### src/hw/iisr_consts.vh
// Constants for the interrupt status reporting block.
// Assumes inclusion by bare name from the design files.
`ifndef IISR_CONSTS_VH
`define IISR_CONSTS_VH
// =====================================================
// Interrupt condition codes
`define IISR_CC_CTRL_END    3'h0
`define IISR_CC_PCI         3'h1
`define IISR_CC_EXCEPTION   3'h2
`define IISR_CC_DEVICE_END  3'h3
`define IISR_CC_ATTN_BIT    2
// =====================================================
// Status byte bit positions (bit 7 is the MSB of the byte, bit 0 the LSB)
`define IISR_SB_STATUS_AVAIL 7
`define IISR_SB_DELAYED_REJ  6
`define IISR_SB_INCORR_LEN   5
`define IISR_SB_DCB_SPEC     4
`define IISR_SB_STOR_DATA    3
`define IISR_SB_INV_ADDR     2
`define IISR_SB_UNUSED       1
`define IISR_SB_IFACE_CHECK  0
`define IISR_SB_PNE          7
// =====================================================
// Reset values
`define IISR_RST_BYTE  8'h00
`define IISR_RST_ADDR  8'h00
`define IISR_RST_CC    3'h0
`endif

### src/hw/iisr_top.v
// Builds the interrupt condition code and interrupt identification word.
// Assumes the channel pulses int_accept for one clk when it takes the interrupt.
`include "iisr_consts.vh"

module iisr_top
(
    input  wire        clk,
    input  wire        sys_rst,
    input  wire        cycle_steal_mode,
    input  wire [7:0]  device_address,
    input  wire [7:0]  group_low_address,
    input  wire        ctrl_busy_reported,
    input  wire        op_end,
    input  wire        pci_block_done,
    input  wire [7:0]  pci_block_id,
    input  wire        attention,
    input  wire        exception_only,
    input  wire        suppress_exception_flag,
    input  wire        exception_suppressed,
    input  wire        start_cmd,
    input  wire        ev_status_avail,
    input  wire        ev_delayed_reject,
    input  wire        ev_incorrect_length,
    input  wire        ev_dcb_spec_check,
    input  wire        ev_storage_data_check,
    input  wire        ev_invalid_address,
    input  wire        ev_iface_check,
    input  wire        storage_word_bad_parity,
    input  wire        int_accept,
    input  wire [15:0] out_data_in,
    output reg  [15:0] io_data_out_q,
    output reg         io_data_valid_q,
    output wire        op_terminate,
    output reg         int_request_q,
    output reg  [2:0]  condition_code_q,
    output reg  [15:0] int_id_word_q
);

    wire [7:0] interrupt_status_byte;
    reg        ctrl_pend_q;
    reg        suppressed_q;
    reg        exc_only_q;
    reg        ctrl_busy_d;
    reg [2:0]  cc_d;
    reg [7:0]  info_d;
    reg [7:0]  addr_d;
    reg        fire_d;
    wire       errors_seen;
    wire       err_event;

    // =====================================================
    // Status byte accumulation
    iisr_status_merge u_merge
    (
        .clk                     (clk),
        .sys_rst                 (sys_rst),
        .clear                   (int_accept),
        .cycle_steal_mode        (cycle_steal_mode),
        .suppress_exception_flag (suppress_exception_flag),
        .ev_status_avail         (ev_status_avail),
        .ev_delayed_reject       (ev_delayed_reject),
        .ev_incorrect_length     (ev_incorrect_length),
        .ev_dcb_spec_check       (ev_dcb_spec_check),
        .ev_storage_data_check   (ev_storage_data_check & cycle_steal_mode),
        .ev_invalid_address      (ev_invalid_address),
        .ev_iface_check          (ev_iface_check),
        .status_q                (interrupt_status_byte)
    );

    assign errors_seen = (interrupt_status_byte != 8'h00) | exc_only_q;

    // Status available and delayed reject terminate the operation in any mode; other errors only in cycle-steal mode
    assign err_event = ev_status_avail | ev_delayed_reject
                     | (ev_incorrect_length & ~suppress_exception_flag & cycle_steal_mode)
                     | ((ev_dcb_spec_check | ev_storage_data_check | ev_invalid_address
                        | ev_iface_check) & cycle_steal_mode);
    assign op_terminate = err_event;

    // =====================================================
    // Controller busy memory and suppressed-exception tracking
    always @*
    begin
        ctrl_busy_d = ctrl_pend_q | ctrl_busy_reported;
    end

    always @(posedge clk or posedge sys_rst)
    begin
        if (sys_rst)
        begin
            ctrl_pend_q  <= 1'b0;
            suppressed_q <= 1'b0;
            exc_only_q   <= 1'b0;
        end
        else
        begin
            // Busy report wins over the clear on a controller end
            if (ctrl_busy_reported)
                ctrl_pend_q <= 1'b1;
            else if (fire_d && cc_d == `IISR_CC_CTRL_END)
                ctrl_pend_q <= 1'b0;
            // Suppressed exception remembered since the last start command
            if (exception_suppressed)
                suppressed_q <= 1'b1;
            else if (start_cmd)
                suppressed_q <= 1'b0;
            if (exception_only)
                exc_only_q <= 1'b1;
            else if (int_accept)
                exc_only_q <= 1'b0;
        end
    end

    // =====================================================
    // Interrupt selection and word assembly
    //
    // Only one interrupt is built at a time. While a request stands,
    // new end or block events are not turned into interrupts; the
    // status bits behind them still gather in the merge block.
    //
    // Priority, highest first:
    //   ending with errors      -> exception, status byte as info
    //   ending without errors   -> device end, optional permissive flag
    //   flagged block done      -> program interrupt, block identifier
    //   pending controller end  -> lowest group address, zero info
    //
    // Attention adds four to any code but controller end, since a
    // controller speaks for the group and not for one device.
    //
    // Hazard: an error event in the same cycle as op_end is not yet in
    // the status byte, so it would be reported as a device end. Callers
    // must raise status events at least one cycle before op_end.
    always @*
    begin
        fire_d = 1'b0;
        cc_d   = `IISR_CC_DEVICE_END;
        info_d = 8'h00;
        addr_d = device_address;
        if (!int_request_q)
        begin
            if (op_end && errors_seen)
            begin
                fire_d = 1'b1;
                cc_d   = `IISR_CC_EXCEPTION;
                info_d = interrupt_status_byte;
            end
            else if (op_end)
            begin
                fire_d = 1'b1;
                cc_d   = `IISR_CC_DEVICE_END;
                if (suppress_exception_flag && suppressed_q)
                    info_d[`IISR_SB_PNE] = 1'b1;
            end
            else if (pci_block_done)
            begin
                fire_d = 1'b1;
                cc_d   = `IISR_CC_PCI;
                info_d = pci_block_id;
            end
            else if (ctrl_pend_q && !ctrl_busy_reported)
            begin
                fire_d = 1'b1;
                cc_d   = `IISR_CC_CTRL_END;
                info_d = 8'h00;
                addr_d = group_low_address;
            end
            if (fire_d && attention && cc_d != `IISR_CC_CTRL_END)
                cc_d[`IISR_CC_ATTN_BIT] = 1'b1;
        end
    end

    // Request held until accepted; acceptance clears the presented word
    always @(posedge clk or posedge sys_rst)
    begin
        if (sys_rst)
        begin
            int_request_q    <= 1'b0;
            condition_code_q <= `IISR_RST_CC;
            int_id_word_q    <= {`IISR_RST_BYTE, `IISR_RST_ADDR};
        end
        else if (int_request_q && int_accept)
        begin
            int_request_q    <= 1'b0;
            condition_code_q <= `IISR_RST_CC;
            int_id_word_q    <= {`IISR_RST_BYTE, `IISR_RST_ADDR};
        end
        else if (fire_d)
        begin
            int_request_q    <= 1'b1;
            condition_code_q <= cc_d;
            int_id_word_q    <= {info_d, addr_d};
        end
    end

    // =====================================================
    // Output data path; a bad-parity storage word is never driven
    // The last good word is held, so the bus never shows the bad one;
    // the valid flag drops for that cycle and the channel ignores the
    // held value. No machine check is raised from here.
    always @(posedge clk or posedge sys_rst)
    begin
        if (sys_rst)
        begin
            io_data_out_q   <= 16'h0000;
            io_data_valid_q <= 1'b0;
        end
        else
        begin
            io_data_valid_q <= cycle_steal_mode & ~storage_word_bad_parity;
            if (cycle_steal_mode && !storage_word_bad_parity)
                io_data_out_q <= out_data_in;
        end
    end

endmodule // iisr_top

### src/hw/iisr_status_merge.v
// Status byte accumulator: gathers error bits of the running operation.
// Assumes one-cycle event pulses from the device logic on clk.
`include "iisr_consts.vh"

module iisr_status_merge
(
    input  wire       clk,
    input  wire       sys_rst,
    input  wire       clear,
    input  wire       cycle_steal_mode,
    input  wire       suppress_exception_flag,
    input  wire       ev_status_avail,
    input  wire       ev_delayed_reject,
    input  wire       ev_incorrect_length,
    input  wire       ev_dcb_spec_check,
    input  wire       ev_storage_data_check,
    input  wire       ev_invalid_address,
    input  wire       ev_iface_check,
    output reg  [7:0] status_q
);

    reg [7:0] set_vec;

    // =====================================================
    // Set vector per format
    always @*
    begin
        set_vec = 8'h00;
        set_vec[`IISR_SB_STATUS_AVAIL] = ev_status_avail;
        set_vec[`IISR_SB_DELAYED_REJ]  = ev_delayed_reject;
        if (cycle_steal_mode)
        begin
            set_vec[`IISR_SB_INCORR_LEN]  = ev_incorrect_length & ~suppress_exception_flag;
            set_vec[`IISR_SB_DCB_SPEC]    = ev_dcb_spec_check;
            set_vec[`IISR_SB_STOR_DATA]   = ev_storage_data_check;
            set_vec[`IISR_SB_INV_ADDR]    = ev_invalid_address;
            set_vec[`IISR_SB_IFACE_CHECK] = ev_iface_check;
        end
        set_vec[`IISR_SB_UNUSED] = 1'b0;
    end

    // Sticky bits; a new event wins over a clear in the same cycle
    always @(posedge clk or posedge sys_rst)
    begin
        if (sys_rst)
            status_q <= `IISR_RST_BYTE;
        else
            status_q <= (clear ? 8'h00 : status_q) | set_vec;
    end

endmodule // iisr_status_merge

### config.mk
export PLATFORM = sky130hd
export DESIGN_NAME = iisr_top
export DESIGN_NICKNAME = d
export VERILOG_FILES = /design/src/hw/iisr_top.v /design/src/hw/iisr_status_merge.v
export VERILOG_INCLUDE_DIRS = /design/src /design/src/hw
export SDC_FILE = /design/constraint.sdc
export NUM_CORES = 1
export LEC_CHECK = 0
export BUFFER_PORTS_ARGS = -buffer_cell sky130_fd_sc_hd__buf_2
export CORE_ASPECT_RATIO = 0.7
export CORE_MARGIN = 2
export CORE_UTILIZATION = 49
export DETAILED_ROUTE_END_ITERATION = 8
export PLACE_DENSITY = 0.85
export REMOVE_ABC_BUFFERS = 1
export SLEW_MARGIN = 25
export SYNTH_ARGS = -nofsm -noshare
export SYNTH_HDL_FRONTEND = slang
export SYNTH_HIERARCHICAL = 1
export SYNTH_SLANG_ARGS = --single-unit
### constraint.sdc
create_clock -name clk -period 3 [get_ports clk]
set_clock_uncertainty 0.1 [all_clocks]
set_input_delay 0.15 -clock clk [delete_from_list [all_inputs] [get_ports clk]]
set_output_delay 0.15 -clock clk [all_outputs]
set_load 0.03 [all_outputs]
# Word-level counts from Yosys, hierarchy flattened
# Index checks and enable logic that the tools add are counted.
[word_totals]
regBits = 48
in_bits = 60
out_inout_bits = 38
word_cells = 80
[classes]
mux = 39
bitwise = 15
reduce_logical = 17
[op_table]
columns = ["op", "n"]
rows = [
  ["8-bit 2-to-1 mux", 9],
  ["16-bit 2-to-1 mux", 2],
  ["1-bit 2-to-1 mux", 18],
  ["3-bit 2-to-1 mux", 4],
  ["1-bit logical AND", 8],
  ["2-bit 2-to-1 mux", 4],
  ["8-bit OR", 1],
  ["2-bit nonzero test", 4],
  ["8-bit nonzero test", 1],
  ["7-bit 2-to-1 mux", 1],
  ["1-bit OR", 7],
  ["1-bit AND", 5],
  ["4-bit 2-to-1 mux", 1],
  ["3-bit zero test", 1],
  ["3-bit nonzero test", 1],
  ["1-bit zero test", 2],
  ["1-bit inverter", 2],
]

# Logic depth before layout (Yosys ltp)
[logic_depth]
ltp_word = 15
depth_mapped = 5
depth_no_buf = 4

# Hierarchy
# Netlist, hierarchy kept.
[modules_own_cells]
columns = ["mod", "instances", "cells_per_inst", "area_per_inst_um2", "seq_area_each_um2"]
rows = [
  ["iisr_top", 1, 144, 1761.7, 1001.0],
  ["iisr_status_merge", 1, 19, 265.3, 175.2],
]

# Worst setup path after synthesis
# Ideal clock, no wire load.
[synth_timing]
path_kind = "register to register"
startpoint = "register u_merge.status_q[6]"
endpoint = "register int_id_word_q[14]"
setup_time_ps = 126
t_arrival_ps = 1626
t_required_ps = 2774
setup_slack_ps = 1148
path_stages_with_launch = 5
n_path_buf = 0
synth_period_minus_slack_ps = 1852
cell_sequence = "dfrtp_1 or4_4 o41ai_4 nor2_2 a221o_1"
[synth_via]
elab_chain_len = 7
word_cells_on_any_way = 11
classes_between = "7 x mux; 1 x bitwise; 3 x reduce/logical"
[synth_lines]
columns = ["element", "line_no", "source"]
rows = [
  ["from (decl)", "iisr_status_merge.v:19", "output reg [7:0] status_q"],
  ["from (signal assigned)", "iisr_status_merge.v:46", "status_q <= `IISR_RST_BYTE;"],
  ["from (signal assigned)", "iisr_status_merge.v:48", "status_q <= (clear ? 8'h00 : status_q) | set_vec;"],
  ["8-bit nonzero test", "iisr_top.v:70", "assign errors_seen = (interrupt_status_byte != 8'h00) | exc_only_q;"],
  ["1-bit OR", "iisr_top.v:70", ""],
  ["1-bit logical AND", "iisr_top.v:140", "if (op_end && errors_seen)"],
  ["8-bit 2-to-1 mux / 1-bit 2-to-1 mux (equally long branches)", "iisr_top.v:140", ""],
  ["8-bit 2-to-1 mux / 1-bit 2-to-1 mux (equally long branches)", "iisr_top.v:138", "if (!int_request_q)"],
  ["16-bit 2-to-1 mux / 1-bit 2-to-1 mux (equally long branches)", "iisr_top.v:186, iisr_top.v:138", ""],
  ["16-bit 2-to-1 mux / 2-bit nonzero test (equally long branches)", "-", ""],
  ["to (signal assigned)", "iisr_top.v:178", "int_id_word_q <= {`IISR_RST_BYTE, `IISR_RST_ADDR};"],
  ["to (signal assigned)", "iisr_top.v:184", "int_id_word_q <= {`IISR_RST_BYTE, `IISR_RST_ADDR};"],
  ["to (signal assigned)", "iisr_top.v:190", "int_id_word_q <= {info_d, addr_d};"],
  ["to (decl)", "iisr_top.v:36", "output reg [15:0] int_id_word_q"],
]
# Several ways; a longest one is shown, not always the timed one. The select of a mux whose other input is x is not followed.
# A chain may end at the register's enable or synchronous reset.

# Final worst setup path
[layout_timing]
startpoint = "register int_request_q"
endpoint = "register int_id_word_q[12]"
[layout_via]
elab_chain_len = 3
word_cells_on_any_way = 6
classes_between = "4 x mux; 2 x reduce/logical"
[layout_lines]
columns = ["element", "line_no", "source"]
rows = [
  ["from (decl)", "iisr_top.v:34", "output reg int_request_q,"],
  ["from (signal assigned)", "iisr_top.v:176", "int_request_q <= 1'b0;"],
  ["from (signal assigned)", "iisr_top.v:182", "int_request_q <= 1'b0;"],
  ["from (signal assigned)", "iisr_top.v:188", "int_request_q <= 1'b1;"],
  ["8-bit 2-to-1 mux", "iisr_top.v:138", ""],
  ["16-bit 2-to-1 mux", "iisr_top.v:186", "else if (fire_d)"],
  ["16-bit 2-to-1 mux", "iisr_top.v:180", "else if (int_request_q && int_accept)"],
]
# Several ways; a longest one is shown, not always the timed one. The select of a mux whose other input is x is not followed.

==> summary by stage <==
Cells and area
The final antenna diode count is 0. The utilization after layout is 0.736. The net total in the final layout is 348. The proportion of layout cells with a drive suffix above 1 is 0.465. The area added between synthesis and finish is 43.3%.

Hold path
The origin of the worst min-delay path is ev_invalid_address. For hold timing, the worst endpoint is u_merge/status_q[2]$_DFF_PP0_. Along the worst hold path, the cell count comes to 2. The tightest min-delay check is of the in2reg type.

Floorplanning
The floorplan has 19 rows. Pin placement for this block handled 98 I/O pins. The core region area is between 3000 and 4000 um^2. In this run the horizontal extent of the chip is 80.9 um. The die area is 4680 um^2. The die extent in y is 57.8 um. The initial utilization of the core area, before any placement, comes to 0.514.

Synth
In the synthesized netlist, the number of instances is 163. The mapped netlist covers 2030 um^2. The number of different library cells in the post-synthesis netlist is 36. The share of the Yosys chip area taken by registers is 0.580. The mean instance size in the synthesized netlist is about 12 um^2.

Counting flops and latches in the post-synthesis netlist gives 47. During synthesis, Yosys emitted a total of 6 warnings.

Timing
The maximum achievable frequency is 499 MHz. For the pin with the worst max-slew slack, the measured transition is 975 ps. The count of final setup violators is 0. The final-report hold violation count came to 0. Setup repair after global routing left no endpoint under its margin. The worst path needs 2010 ps of the cycle, external delays included. The max-slew violation total from the final report is 0. In the finished design, the share of the clock period the worst path needs comes to 0.669. After routing, the total negative slack on setup checks comes to 0 ps. The max-slew headroom at the worst pin is 0.348.

Power and ir drop
The share of total power dissipated in the clock network is 0.247. For this design the ratio of total power to cell area is 526 nW/um^2. Of the total power, registers draw 0.491. The internal power is 1.04 mW. Summed over all cells, the static leakage comes to about 1.5 nW. Summed over all nets, the switching power comes to ~0.49 mW. The fraction of power spent switching nets is 0.318.

The share of total power dissipated in combinational logic is 0.262. IR analysis of the VDD net gives a maximum drop of 0.332 mV.

Detailed routing
After the first detailed-routing iteration, the DRC count stood at 60. The length of the first detailed-routing pass in iterations is 4. In the final routed layout, each cell accounts on average for 14.9 um.

Dividing the detail-routed via count by the number of cells gives 5.19. The remaining antenna violation count is 0. Summing over every cut layer, the via total after detailed routing is 1766. The detailed-route DRC error count is 0. The routed wire length is approximately 5000 um.

Critical path
The worst register-to-register path begins at int_request_q$_DFFE_PP0P_. In this run the critical register-to-register path is captured at int_id_word_q[12]$_DFFE_PP0P_. The required time at the endpoint of the critical path is about 3100 ps. STA classifies the critical path startpoint as a register. The nature of the critical path endpoint is a register.

The largest fanout of any net on the critical path is 19. For the worst flop-to-flop path, the logic depth is 3. The start-to-end type of the worst setup path is reg2reg.

Data arrives at the worst endpoint at 2100 ps. The setup slack on the worst flop-to-flop path is 990 ps.

Clock tree
The number of gates resized after CTS is 0. The CTS tree is done. TritonCTS created 5 clock buffers. CTS saw 47 sinks. In this run the deepest clock path goes through 2 buffers.

The clock-pin slew reported for the worst setup and hold paths after clock tree synthesis is 80 ps. The tree is rooted in a clkbuf_8. The clock network latency to the later pin of the worst-skew pair is a little under 300 ps. The H-tree generated during clock tree synthesis spans 2 levels.

Global routing
Entering global routing, the biggest net connects 28 pins. The initial antenna violation count is 0. The number of global-route vias before repair is 1725. Across every metal layer, demand over resource in global routing totals 0.231.

The wire length of the first global-routing pass is 8180 um. After global routing the overflow that remains totals 0.

Placement
Routability-driven placement finished with a final weighted congestion of 0.803. In this run the tool buffered the top-level ports with 97 buffer cells. The placed wire-length estimate is 3530 um.

Flow run
The tool flagged a number of max-cap violations equal to 0.

Status
The run finished with clean final reports.
-- through the flow --
step / instances / cell area [um^2] / hold WS (ps) / total power, mW / worst slack, ps
floorplan: 156 / 1990 / -147 / 0.990 / 1150
global placement: 308 / 2570 / -7.79 / 1.13 / 1100
detailed placement: 308 / 2570 / 0.683 / 1.13 / 1050
CTS: 339 / 2900 / 0.317 / 1.53 / 1040
global route: 340 / 2910 / 2.37 / 1.60 / 797
finish: 340 / 2910 / 2.88 / 1.53 / 994
-- repair_timing --
action                     CTS  global route
buffers inserted             0             0
hold buffers                24             1
hold endpoints to repair    30             1
setup endpoints to repair    0             0
-- flip-flops by register name, indices dropped and copies added, names as in the netlist --
| name | cells |
|---|---|
| io_data_valid_q | 1 |
| u_merge/status_q | 7 |
| int_id_word_q | 16 |
| io_data_out_q | 16 |
| exc_only_q | 1 |
| suppressed_q | 1 |
| condition_code_q | 3 |
| ctrl_pend_q | 1 |
| int_request_q | 1 |
-- per-layer routing --
metal / up-vias / part of all wire / track usage
li1: 839 / - / -
met1: 860 / 0.43 / 0.324
met2: 59 / 0.51 / 0.367
met3: 8 / 0.040 / 0.0374
met4: 0 / 0.018 / 0.0823
met5: - / 0 / 0
-- power groups by stage --
| stage | sequential (mW) | clock (mW) | combinational (mW) |
|---|---|---|---|
| after global placement | 0.757 | 0 | 0.368 |
| after CTS | 0.748 | 0.379 | 0.399 |
| final | 0.750 | 0.377 | 0.400 |
| after detailed placement | 0.761 | 0 | 0.374 |
| after global routing | 0.759 | 0.415 | 0.428 |
| after floorplan | 0.880 | 0 | 0.110 |
-- Yosys cell counts --
master / instances / area share
a211o_1: 1 / 0.0043
a21o_1: 3 / 0.011
a21o_2: 2 / 0.0086
a21oi_1: 1 / 0.0025
a221o_1: 2 / 0.0099
a22o_1: 5 / 0.022
a22o_2: 1 / 0.0049
a22oi_1: 5 / 0.019
a31oi_1: 1 / 0.0031
a32o_1: 1 / 0.0049
and2_1: 1 / 0.0031
and3_1: 2 / 0.0062
buf_1: 1 / 0.0019
buf_2: 2 / 0.0049
buf_4: 1 / 0.0037
clkbuf_1: 3 / 0.0056
conb_1: 1 / 0.0019
dfrtp_1: 47 / 0.58
inv_1: 7 / 0.013
inv_2: 1 / 0.0019
mux2_2: 16 / 0.089
mux2i_1: 8 / 0.040
nand2_1: 16 / 0.030
nand2b_1: 2 / 0.0062
nor2_1: 3 / 0.0056
nor2_2: 1 / 0.0031
nor2b_1: 4 / 0.012
nor4_1: 2 / 0.0062
nor4_4: 1 / 0.010
o21ai_0: 14 / 0.035
o21ai_1: 2 / 0.0049
o21bai_1: 1 / 0.0037
o2bb2ai_2: 1 / 0.0074
o41ai_4: 2 / 0.027
or3_1: 1 / 0.0031
or4_4: 1 / 0.0056
-- worst max-delay path, cell delays in order, from the launching register on --
cell and delay [ps]:
dfrtp_1 580, o41ai_4 930, nand2_1 160, o21ai_0 140
-- layout by cell type (no fill, tap or decap), drive strengths merged, types with 2 or more instances in the layout --
cell / n
a22o: 6
a22oi: 5
nor2b: 4
inv: 8
buf: 100
o41ai: 2
mux2: 16
dlygate4sd3: 25
nor4: 3
nand2b: 2
a221o: 2
nand2: 16
a21o: 5
clkbuf: 6
mux2i: 8
dfrtp: 47
nor2: 4
o21ai: 16
and3: 2
-- cell families after synthesis --
logic type	share of synthesized area
AOI/OAI and AO/OA	0.167
buffers and inverters	0.0309
other	0.00185
DFF	0.580
muxes	0.128
and+or+nand+nor	0.0914
-- how the worst max path moves through the flow --
stage	slack, ps	startpoint	cells past startpoint	end
2_1_floorplan	1150	u_merge/status_q[6]$_DFF_PP0_	4	int_id_word_q[14]$_DFFE_PP0P_
3_3_place_gp	1100	u_merge/status_q[6]$_DFF_PP0_	4	int_id_word_q[14]$_DFFE_PP0P_
3_5_place_dp	1050	u_merge/status_q[6]$_DFF_PP0_	4	int_id_word_q[14]$_DFFE_PP0P_
4_1_cts	1040	u_merge/status_q[6]$_DFF_PP0_	4	int_id_word_q[14]$_DFFE_PP0P_
5_1_grt	800	int_request_q$_DFFE_PP0P_	3	int_id_word_q[12]$_DFFE_PP0P_
6_report	990	int_request_q$_DFFE_PP0P_	3	int_id_word_q[12]$_DFFE_PP0P_
-- area by class of cell --
cell class	instances	area [um^2]
Sequential cell	47	1180
Fill cell	292	1040
Multi-Input combinational cell	101	788
Timing Repair Buffer	125	758
Clock buffer	6	82.6
Tap cell	52	65.1
Inverter	8	30.0
Clock inverter	1	5.00
Power figures use the tool's default switching activity.
